[src/hdl/rti_pkg.sv]
// Package for the ripple timer: register offsets, field layout, reset values and chain taps.
// Assumes a single bus clock domain; the bus clock enable stands for the clock-select output.
package rti_pkg;

  // Register offsets
  localparam logic [7:0] ADDR_CONTROL_STATUS = 8'h08;
  localparam logic [7:0] ADDR_COUNT_VALUE    = 8'h09;

  // Control and status field positions
  localparam int BIT_OVERFLOW_FLAG   = 7;
  localparam int BIT_PERIODIC_FLAG   = 6;
  localparam int BIT_OVERFLOW_EN     = 5;
  localparam int BIT_PERIODIC_EN     = 4;
  localparam int BIT_OVERFLOW_ACK    = 3;
  localparam int BIT_PERIODIC_ACK    = 2;
  localparam int BIT_RATE_HI         = 1;
  localparam int BIT_RATE_LO         = 0;

  // Reset values
  localparam logic [1:0] RATE_RESET  = 2'h3;
  localparam logic [7:0] READ_ZERO   = 8'h00;

  // Chain layout: 2 prescaler bits, 8 counter bits, then the upper stages
  localparam int PRESCALE_BITS = 2;
  localparam int COUNT_BITS    = 8;
  localparam int CHAIN_BITS    = 17;
  localparam int TAP_PERIODIC_BASE = 13;

  // Power-on release after this many bus clock periods
  localparam int POR_CYCLES    = 4064;

  // Power-on sequence states
  typedef enum logic [1:0] {
    RTI_POR_COUNT   = 2'b00,
    RTI_POR_RELEASE = 2'b01,
    RTI_RUN         = 2'b10
  } rti_por_state_t;

endpackage : rti_pkg

[src/hdl/rti_regfile.sv]
// Control and status register of the ripple timer: flags, enables, rate select.
// Assumes one-cycle write strobes from the register port and event pulses from the chain.
`timescale 1ns/1ps
`default_nettype none

module rti_regfile (
  // Clock and reset
  input  wire logic       i_clk,
  input  wire logic       i_reset_n,
  input  wire logic       i_clear,
  // Software write
  input  wire logic       i_wr,
  input  wire logic [7:0] i_wdata,
  // Events from the chain
  input  wire logic       i_overflow_evt,
  input  wire logic       i_periodic_evt,
  // State
  output logic            o_overflow_flag,
  output logic            o_periodic_irq_flag,
  output logic            o_overflow_irq_enable,
  output logic            o_periodic_irq_enable,
  output logic [1:0]      o_periodic_rate_select
);

  logic overflow_ack;
  logic periodic_ack;

  assign overflow_ack = i_wr && i_wdata[rti_pkg::BIT_OVERFLOW_ACK];
  assign periodic_ack = i_wr && i_wdata[rti_pkg::BIT_PERIODIC_ACK];

  // Set wins over a simultaneous acknowledge so no event is lost
  always_ff @(posedge i_clk) begin
    if (!i_reset_n || i_clear) begin
      o_overflow_flag <= 1'b0;
    end else if (i_overflow_evt) begin
      o_overflow_flag <= 1'b1;
    end else if (overflow_ack) begin
      o_overflow_flag <= 1'b0;
    end
  end

  always_ff @(posedge i_clk) begin
    if (!i_reset_n || i_clear) begin
      o_periodic_irq_flag <= 1'b0;
    end else if (i_periodic_evt) begin
      o_periodic_irq_flag <= 1'b1;
    end else if (periodic_ack) begin
      o_periodic_irq_flag <= 1'b0;
    end
  end

  always_ff @(posedge i_clk) begin
    if (!i_reset_n || i_clear) begin
      o_overflow_irq_enable  <= 1'b0;
      o_periodic_irq_enable  <= 1'b0;
      o_periodic_rate_select <= rti_pkg::RATE_RESET;
    end else if (i_wr) begin
      o_overflow_irq_enable  <= i_wdata[rti_pkg::BIT_OVERFLOW_EN];
      o_periodic_irq_enable  <= i_wdata[rti_pkg::BIT_PERIODIC_EN];
      o_periodic_rate_select <= i_wdata[rti_pkg::BIT_RATE_HI:rti_pkg::BIT_RATE_LO];
    end
  end

endmodule : rti_regfile

`default_nettype wire

[src/hdl/rti_timer.sv]
// Ripple timer top: prescaler, 8-bit counter, power-on delay stages, periodic interrupt taps,
// register port at the control/status and count offsets.
// Assumes i_bus_clk_en is the clock-select output as a one-cycle enable per bus clock period,
// held low in stop mode; i_ext_reset is already synchronous to i_clk.
`timescale 1ns/1ps
`default_nettype none

module rti_timer #(
  parameter int POR_CYCLES = rti_pkg::POR_CYCLES
) (
  // Clock and reset (i_reset_n acts as power-on reset)
  input  wire logic       i_clk,
  input  wire logic       i_reset_n,
  // Timer clock and external reset
  input  wire logic       i_bus_clk_en,
  input  wire logic       i_ext_reset,
  input  wire logic       i_stop_mode,
  // Register port
  input  wire logic [7:0] i_addr,
  input  wire logic [7:0] i_wdata,
  input  wire logic       i_wr,
  input  wire logic       i_rd,
  output logic      [7:0] o_rdata,
  // Status outputs
  output logic            o_irq,
  output logic            o_por_active,
  output logic      [7:0] o_count_value
);

  localparam int CW = rti_pkg::CHAIN_BITS;
  localparam int PB = rti_pkg::PRESCALE_BITS;
  localparam int CB = rti_pkg::COUNT_BITS;

  initial begin
    if (POR_CYCLES < 2 || POR_CYCLES >= (1 << CW)) begin
      $error("rti_timer: POR_CYCLES out of range");
    end
  end

  // Whole chain: [1:0] prescaler, [9:2] counter, [16:10] upper stages
  logic [CW-1:0]  chain;
  logic [CW-1:0]  next_chain;
  logic           tick;
  logic           chain_clear;
  logic           overflow_evt;
  logic           periodic_evt;
  logic [1:0]     rate;
  logic           ovf_flag;
  logic           per_flag;
  logic           ovf_en;
  logic           per_en;
  logic           ctrl_wr;
  logic [7:0]     status_byte;
  rti_pkg::rti_por_state_t por_state;

  // Stop mode halts the timer clock; register contents are untouched
  assign tick = i_bus_clk_en && !i_stop_mode;

  assign next_chain = chain + {{(CW-1){1'b0}}, 1'b1};

  // Selected tap output rising: stage 13+rate going high
  function automatic logic tap_rises(input logic [CW-1:0] cur, input logic [CW-1:0] nxt,
                                     input logic [1:0] sel);
    int idx;
    idx = rti_pkg::TAP_PERIODIC_BASE + int'(sel);
    tap_rises = !cur[idx] && nxt[idx];
  endfunction : tap_rises

  function automatic logic cur_count_wraps(input logic [CW-1:0] cur);
    cur_count_wraps = &cur[PB+CB-1:0];
  endfunction : cur_count_wraps

  // Counter wrap shows as the last counter stage falling
  assign overflow_evt = tick && (por_state == rti_pkg::RTI_RUN) && !i_ext_reset
                        && cur_count_wraps(chain);
  assign periodic_evt = tick && (por_state == rti_pkg::RTI_RUN) && !i_ext_reset
                        && tap_rises(chain, next_chain, rate);

  // Power-on sequencer: count bus clocks, release, then run
  always_ff @(posedge i_clk) begin
    if (!i_reset_n) begin
      por_state <= rti_pkg::RTI_POR_COUNT;
    end else begin
      case (por_state)
        rti_pkg::RTI_POR_COUNT: begin
          if (tick && chain == CW'(POR_CYCLES - 1)) begin
            por_state <= rti_pkg::RTI_POR_RELEASE;
          end
        end
        rti_pkg::RTI_POR_RELEASE: begin
          por_state <= rti_pkg::RTI_RUN;
        end
        rti_pkg::RTI_RUN: begin
          por_state <= rti_pkg::RTI_RUN;
        end
        default: begin
          por_state <= rti_pkg::RTI_POR_COUNT;
        end
      endcase
    end
  end

  // Second clear at release; external reset clears the chain outside power-on
  assign chain_clear = (por_state == rti_pkg::RTI_POR_RELEASE)
                       || (por_state == rti_pkg::RTI_RUN && i_ext_reset);

  always_ff @(posedge i_clk) begin
    if (!i_reset_n) begin
      chain <= '0;
    end else if (chain_clear) begin
      chain <= '0;
    end else if (tick) begin
      chain <= next_chain;
    end
  end

  // Register block is cleared by power-on and by external reset
  assign ctrl_wr = i_wr && (i_addr == rti_pkg::ADDR_CONTROL_STATUS);

  rti_regfile u_regfile (
    .i_clk                  (i_clk),
    .i_reset_n              (i_reset_n),
    .i_clear                (i_ext_reset || por_state != rti_pkg::RTI_RUN),
    .i_wr                   (ctrl_wr),
    .i_wdata                (i_wdata),
    .i_overflow_evt         (overflow_evt),
    .i_periodic_evt         (periodic_evt),
    .o_overflow_flag        (ovf_flag),
    .o_periodic_irq_flag    (per_flag),
    .o_overflow_irq_enable  (ovf_en),
    .o_periodic_irq_enable  (per_en),
    .o_periodic_rate_select (rate)
  );

  // Acknowledge bits always read as zero
  always_comb begin
    status_byte = rti_pkg::READ_ZERO;
    status_byte[rti_pkg::BIT_OVERFLOW_FLAG] = ovf_flag;
    status_byte[rti_pkg::BIT_PERIODIC_FLAG] = per_flag;
    status_byte[rti_pkg::BIT_OVERFLOW_EN]   = ovf_en;
    status_byte[rti_pkg::BIT_PERIODIC_EN]   = per_en;
    status_byte[rti_pkg::BIT_RATE_HI]       = rate[1];
    status_byte[rti_pkg::BIT_RATE_LO]       = rate[0];
  end

  // Read data stand one cycle after the strobe and only then
  always_ff @(posedge i_clk) begin
    if (!i_reset_n || !i_rd) begin
      o_rdata <= rti_pkg::READ_ZERO;
    end else if (i_addr == rti_pkg::ADDR_CONTROL_STATUS) begin
      o_rdata <= status_byte;
    end else if (i_addr == rti_pkg::ADDR_COUNT_VALUE) begin
      o_rdata <= chain[PB+CB-1:PB];
    end else begin
      o_rdata <= rti_pkg::READ_ZERO;
    end
  end

  // Registered request; one cycle late relative to the flags
  always_ff @(posedge i_clk) begin
    if (!i_reset_n) begin
      o_irq <= 1'b0;
    end else begin
      o_irq <= (ovf_flag && ovf_en) || (per_flag && per_en);
    end
  end

  always_ff @(posedge i_clk) begin
    if (!i_reset_n) begin
      o_por_active  <= 1'b1;
      o_count_value <= rti_pkg::READ_ZERO;
    end else begin
      o_por_active  <= (por_state != rti_pkg::RTI_RUN);
      o_count_value <= chain[PB+CB-1:PB];
    end
  end

endmodule : rti_timer

`default_nettype wire

[config.mk]
export PLATFORM = sky130hd
export DESIGN_NAME = rti_timer
export DESIGN_NICKNAME = d
export VERILOG_FILES = /design/src/hdl/rti_pkg.sv /design/src/hdl/rti_regfile.sv /design/src/hdl/rti_timer.sv
export SDC_FILE = /design/constraint.sdc
export NUM_CORES = 1
export LEC_CHECK = 0
export BUFFER_PORTS_ARGS = -buffer_cell sky130_fd_sc_hd__clkbuf_2
export CORE_MARGIN = 8
export CORE_UTILIZATION = 55
export CTS_BUF_LIST = sky130_fd_sc_hd__clkbuf_4 sky130_fd_sc_hd__clkbuf_8 sky130_fd_sc_hd__clkbuf_16
export DETAILED_ROUTE_END_ITERATION = 6
export PLACE_DENSITY = 0.77
export SYNTH_ARGS = -nofsm -noshare
export SYNTH_HDL_FRONTEND = slang
export SYNTH_SLANG_ARGS = --single-unit
[constraint.sdc]
create_clock -name i_clk -period 4.9 [get_ports i_clk]
set_clock_uncertainty 0.05 [all_clocks]
set_input_delay 0.245 -clock i_clk [delete_from_list [all_inputs] [get_ports i_clk]]
set_output_delay 0.245 -clock i_clk [all_outputs]
set_load 0.02 [all_outputs]
==> summary.md, run 1 <==
| Metric | Value |
|---|---|
| Status | finished clean |
| Placed inst area | 2168 um^2 |
| Slew @ Worst Pin | 0.7240 ns |
| Congestion Overflow GR | 0 |
| Worst Path Required | 5.09 ns |
| Nets | 273 |
| Fillers | 309 |
| Max VDD drop | 172.4 uV |
| Die width | 75.73 um |
| DRT Pass-1 Iters | 4 |
| Setup bufs post-CTS | 0 |
| CP bufs+invs | 0 |
| Worst Hold Class | in2reg |
| Worst-path fanout max | 11 |
| Pleak | 0.9905 nW |
| Largest net degree at the start of global routing | 18 |
| Crit path depth | 5 |
| Die Footprint | 5734 um^2 |
| Number of DRC markers in iteration 0 | 89 |
| Mux contribution to synthesized area | 8.482% |
| Share of cells above drive strength 1 | 21.31% |
| CTS tree | done |
| Net Count, Synth | 237 |
| TritonCTS Buffers | 5 |
| Max capacitance violation total | 0 |
| Period utilization | 48.23% |
| Mean Syn Cell Area | 9.478 um^2 |
| Setup crit start kind | register |
| CP Class | reg2reg |
| Slowest-stage cell, CP | nor4_2 |
| Maximum clock rate | 0.4232 GHz |
| N_diodes | 0 |
| Synth Area in Compound Gates | 5.612% |
| Sequential share of the synthesized area | 43.88% |
| Max incr delay on CP | 0.65 ns |
| Die height | 75.73 um |
| Hold Crit Depth | 3 |
| Unrepaired setup endpoints after global routing | no |
| Post-Synth Adder-Cell Area | 4.464% |
| Reg2Reg Depth | 5 |
| Via density | 5.214 |
| Number of global-route vias before repair | 1,416 |
| DP Worst Slack | 2.606 ns |
| # rows | 21 |
| Initial antenna violation count | 0 |
| CP Capture Type | register |
| Clk Latency, worst-skew pair | 0.36 ns |
| Relative slew margins | 51.59% |
| Hold Fails Final Rpt | 0 |
| Hold Buf Count CTS | 0 |
| GR Util All Layers | 14.77% |
| Initial Util | 57.88% |
| Routed Antenna Nets | 0 |
| Clock Path Buffers | 2 |
| Library cells used by synthesis | 39 |
| H-tree depth | 2 |
| Core area | 3390 um^2 |
| Synth warnings | 0 |
| Sum Neg Setup Slack | 0 ns |
| DRC | 0 |
| I/O pins | 41 |
| Final non-filler cell area | 2255 um^2 |
| Worst hold slack | 0.06106 ns |
| Pwr/cell area | 268.8 nW/um^2 |
| Gp weighted congestion | 0.9038 |
| PnR Total Power | 0.6060 mW |
| Simple-gate share of the synthesized area | 26.79% |
| Post-synthesis cell count | 207 |
| Detail Placement HPWL | 2.846 mm |
| Critical Path AT | 2.55 ns |
| Fin crit period | 2.363 ns |
| Global-route wire length before repair | 6.396 mm |
| WL final | 3.846 mm |
| Port Buffers | 38 |
| Slew Limit Fails | 0 |
| Root buffer cell | clkbuf_4 |
| Post-route setup slack | 2.537 ns |
| Post-CTS sizing | 0 |
| Area Overhead vs Synth | 14.92% |
| Vias | 1,512 |
| XOR/XNOR share of the synthesized area | 7.143% |
| Cells along the critical path | nand4_1 -> nor4_2 -> a41oi_1 -> o41ai_1 -> o31ai_1 |
| Reg clk slew, reported paths | 0.13 ns |
| Wire per inst | 13.26 um |
| Main combinational cell family by area after synthesis | simple AND/OR/NAND/NOR gates |
| Mapped Area | 1962 um^2 |
| Synth Register Bits | 43 |
| CTS Sinks | 43 |
| Crit-path leading delay family | simple AND/OR/NAND/NOR gates |
| Final Setup Violations | 0 |
cell families after synthesis:
family                   after synthesis
adder cells (fa/ha/maj)                7
AO/OA/AOI/OAI                         14
buffers and inverters                 17
multiplexers                          15
AND/OR/NAND/NOR                       95
XOR/XNOR                              16
flip-flops                            43
final cells by class:
type / count / area (um^2) / share of cell area [%]
multi-input combinational: 147 / 1030 / 45.67
sequential: 43 / 860.8 / 38.18
timing repair buffer: 38 / 190.2 / 8.435
tap: 46 / 57.56 / 2.553
clock buffer: 6 / 51.30 / 2.275
clock inverter: 2 / 35.03 / 1.554
inverter: 8 / 30.03 / 1.332
synth_stat cells (all sizes together):
cell    instances  area share, %
dfxtp          43             44
o31ai           2           0.77
and3b           1           0.45
nor4            6            2.2
or2             1           0.32
xnor2           6            2.7
a21oi           3           0.77
clkbuf          8            1.5
nand3b          1           0.38
o21ai           4            1.0
nand4           5            2.4
o41ai           2            1.8
mux2i          14            7.1
mux4            1            1.3
nor4bb          1           0.51
ha              7            4.5
or4             2           0.96
nor2b           4            1.3
buf             1           0.57
a22oi           1           0.38
nand3           8            2.0
inv             8            1.5
nor2           26            5.0
nand4b          2           0.89
and3            7            2.2
or3             2           0.64
and2            8            2.6
nor4b           1           0.45
a41oi           1           0.45
nor3            3           0.77
nand2          15            3.0
xor2           10            4.5
a21o            1           0.38
nor3b           2           0.77
per-layer routing:
layer	part of all wire, %	routed length, um	global-route usage, %	vias to the layer above
met5	0	0	0	-
met4	1.5	59	5.757	0
met3	5.9	227	3.947	6
met2	48	1853	25.50	29
met1	44	1705	16.87	690
li1	-	-	-	787
per-stage QoR:
step,instances,util [%]
5_1_grt,290,66.52
3_5_place_dp,282,63.97
3_3_place_gp,282,63.97
4_1_cts,290,66.52
6_report,290,66.52
2_1_floorplan,207,-
worst min-delay path, stage by stage:
cell and delay [ns]:
clkbuf_2 0.08, mux2i_1 0.05, nand2_1 0.06
cells in the final DEF (no fill, tap or decap), types with 2 or more instances in the layout:
cell	n
clkbuf_4	5
nand4_1	4
nand4b_1	2
nor2_1	26
clkbuf_2	38
o21ai_0	4
o31ai_1	2
nand2_1	14
a21oi_1	3
inv_1	8
ha_1	7
and3_1	7
xor2_1	10
nor2b_1	4
mux2i_1	14
nand3_1	8
nor3_1	3
xnor2_1	6
nor4_1	5
nor3b_1	2
and2_1	8
or3_1	2
dfxtp_1	43
where the power goes:
part	leakage (nW)	internal [mW]	switching [mW]
clock network	0.0482	0.121	0.112
logic	0.596	0.0102	0.0106
registers	0.347	0.351	0.00221
final timing paths:
path	endpoint	from	slack (ns)
max	u_regfile.o_periodic_irq_flag$_SDFFE_PP0P_	chain[2]$_SDFFE_PP0P_	2.54
min	u_regfile.o_periodic_rate_select[0]$_SDFFE_PP1P_	i_wdata[0]	0.06
max reg2reg	u_regfile.o_periodic_irq_flag$_SDFFE_PP0P_	chain[2]$_SDFFE_PP0P_	2.54
min reg2reg	u_regfile.o_overflow_flag$_SDFFE_PP0P_	u_regfile.o_overflow_flag$_SDFFE_PP0P_	0.46
state kept, by name (all words and copies together), names as in the netlist:
register and cells:
chain 17, o_count_value 8, o_rdata 8, por_state 2
u_regfile.o_periodic_rate_select 2, o_irq 1, o_por_active 1, u_regfile.o_overflow_flag 1
u_regfile.o_overflow_irq_enable 1, u_regfile.o_periodic_irq_enable 1, u_regfile.o_periodic_irq_flag 1
(Power assumes the default switching activity.)
==> run 2: changes to the inputs <==
--- a/config.mk
+++ b/config.mk
@@ -7,10 +7,10 @@
 export LEC_CHECK = 0
 export BUFFER_PORTS_ARGS = -buffer_cell sky130_fd_sc_hd__clkbuf_2
 export CORE_MARGIN = 8
-export CORE_UTILIZATION = 55
+export CORE_UTILIZATION = 53
 export CTS_BUF_LIST = sky130_fd_sc_hd__clkbuf_4 sky130_fd_sc_hd__clkbuf_8 sky130_fd_sc_hd__clkbuf_16
 export DETAILED_ROUTE_END_ITERATION = 6
-export PLACE_DENSITY = 0.77
+export PLACE_DENSITY = 0.75
 export SYNTH_ARGS = -nofsm -noshare
 export SYNTH_HDL_FRONTEND = slang
 export SYNTH_SLANG_ARGS = --single-unit
==> constraint.sdc (replaced) <==
create_clock -name i_clk -period 2.3 [get_ports i_clk]
set_clock_uncertainty 0.05 [all_clocks]
set_input_delay 0.115 -clock i_clk [delete_from_list [all_inputs] [get_ports i_clk]]
set_output_delay 0.115 -clock i_clk [all_outputs]
set_load 0.02 [all_outputs]
==> summary.md, run 2 (synthesis gave the netlist of run 1 again) <==
| Metric | Value |
|---|---|
| Root buffer cell | clkbuf_8 |
| Commonest non-fill, non-tap cell in the layout | dfxtp_1 |
| H-tree depth | 2 (unchanged) |
| Relative slew margins | 75.48% (+24 points) |
| Clk Latency, worst-skew pair | 0.29 ns (-0.07 ns) |
| Gp weighted congestion | 0.8162 (-9.7%) |
| Pwr/cell area | 544.1 nW/um^2 (+100%) |
| Worst hold slack | 0.00008762 ns (-0.06097 ns) |
| Global-route wire length before repair | 6.913 mm (+8.1%) |
| DRT Pass-1 Iters | 4 (unchanged) |
| Share of cells above drive strength 1 | 23.92% (+2.6 points) |
| Largest net degree at the start of global routing | 18 (unchanged) |
| Slew @ Worst Pin | 0.3659 ns (-0.3581 ns) |
| Nets | 285 (+4.4%) |
| Die height | 76.84 um (+1.5%) |
| Max incr delay on CP | 0.53 ns (-0.12 ns) |
| Initial antenna violation count | 0 (unchanged) |
| Number of DRC markers in iteration 0 | 83 (-6.7%) |
| Worst-path fanout max | 6 (-5) |
| Met3 Resource Use GR | 5.361% (+1.4 points) |
| I/O pins | 41 (unchanged) |
| Critical Path AT | 2.21 ns (-0.34 ns) |
| Vias | 1,558 (+3.0%) |
| Commonest cells after routing, fill and taps aside | 43 x dfxtp_1, 38 x clkbuf_2, 26 x nor2_1 |
| Routed Antenna Nets | 0 (unchanged) |
| Met1 usage | 15.92% (-0.95 points) |
| Placed inst area | 2246 um^2 (+3.6%) |
| DRC | 0 (unchanged) |
| Cells along the critical path | or4_1 -> or4_4 -> o41ai_4 -> mux2i_1 -> nor2b_1 |
| Layer with the highest usage | met2 |
| Reg clk slew, reported paths | 0.08 ns (-0.05 ns) |
| Core area | 3606 um^2 (+6.4%) |
| CTS Sinks | 43 (unchanged) |
| Sum Neg Setup Slack | 0 ns (unchanged) |
| Congestion Overflow GR | 0 (unchanged) |
| Final non-filler cell area | 2354 um^2 (+4.4%) |
| Via density | 5.142 (-1.4%) |
| CTS tree | done |
| Wire per inst | 13.19 um (-0.53%) |
| Maximum clock rate | 0.4832 GHz (+14%) |
| Setup crit start kind | register |
| Period utilization | 89.98% (+42 points) |
| Max capacitance violation total | 0 (unchanged) |
| Die width | 76.84 um (+1.5%) |
| Port Buffers | 38 (unchanged) |
| Fin crit period | 2.069 ns (-0.2937 ns) |
| Worst Hold Class | in2reg |
| Met2 Track Usage GR | 23.70% (-1.8 points) |
| CP Capture Type | register |
| Max VDD drop | 416.0 uV (+140%) |
| TritonCTS Buffers | 5 (unchanged) |
| Status | finished clean |
| Detail Placement HPWL | 2.993 mm (+5.2%) |
| Area Overhead vs Synth | 19.96% |
| Max reg flops | 17 (unchanged) |
| Pleak | 1.045 nW (+5.5%) |
| Post-CTS sizing | 0 (unchanged) |
| Die Footprint | 5904 um^2 (+3.0%) |
| Biggest register | chain |
| Number of global-route vias before repair | 1,513 (+6.9%) |
| N_diodes | 0 (unchanged) |
| Slowest-stage cell, CP | or4_1 |
| Unrepaired setup endpoints after global routing | no |
| Clock Path Buffers | 2 (unchanged) |
| # rows | 22 (+4.8%) |
| Slew Limit Fails | 0 (unchanged) |
| Worst Path Required | 2.44 ns (-2.65 ns) |
| CP Class | reg2reg |
| GR Util All Layers | 14.16% (-0.60 points) |
| WL final | 3.997 mm (+3.9%) |
| Final Setup Violations | 0 (unchanged) |
| Hold Fails Final Rpt | 0 (unchanged) |
| Initial Util | 54.41% (-3.5 points) |
| Leading registers by flop count | chain: 17 flops, o_count_value: 8 flops, o_rdata: 8 flops |
-- run 2: what timing repair did --
action / in CTS / in global routing
setup buffers: 0 / 0
hold buffers: 2 / 0
endpoints found under the hold margin: 1 / 0
-- run 2: worst max-delay path, delay by kind of cell, from the launching register on --
| kind | cells | cell delay, ns |
|---|---|---|
| and+or+nand+nor | 3 | 1.03 |
| DFF | 1 | 0.38 |
| AOI/OAI and AO/OA | 1 | 0.29 |
| muxes | 1 | 0.23 |
-- run 2: layer usage --
metal | vias to the layer above | part of all wire, %
met4 | 0 | 1.6
met1 | 721 | 45
li1 | 807 | -
met2 | 24 | 48
met5 | - | 0
met3 | 6 | 5.6
-- run 2: through the flow --
step	setup slack (ns)	instances	utilization [%]	total power [mW]
CTS	0.2131	303	65.27	1.284
finish	0.2305	303	65.27	1.281
detailed placement	0.2280	294	62.28	0.8166
global placement	0.2549	294	62.28	0.8156
global route	0.1286	303	65.27	1.323
floorplan	0.2712	207	-	0.7902
-- run 2: cell type report --
cell class              count  area, um^2
well taps                  48       60.06
multi-input cells         147        1030
repair buffers             50       285.3
flip-flops and latches     43       860.8
clock buffers               6       82.58
fillers                   307        1252
clock inverters             1       5.005
inverters                   8       30.03
-- run 2: worst paths after layout --
check,startpoint,to,slack [ns],cells after the start
setup / recovery,chain[13]$_SDFFE_PP0P_,por_state[1]$_SDFFE_PN0P_,0.23,5
hold / removal,i_ext_reset,u_regfile.o_periodic_rate_select[1]$_SDFFE_PP1P_,0.00009,3
setup reg to reg,chain[13]$_SDFFE_PP0P_,por_state[1]$_SDFFE_PN0P_,0.23,5
hold reg to reg,u_regfile.o_overflow_flag$_SDFFE_PP0P_,u_regfile.o_overflow_flag$_SDFFE_PP0P_,0.46,2
-- run 2: where the power goes --
part	internal, mW	leakage, nW	switching [mW]
Sequential	0.746	0.347	0.00548
Clock	0.236	0.0470	0.245
Combinational	0.0251	0.651	0.0236
Total	1.01	1.04	0.274
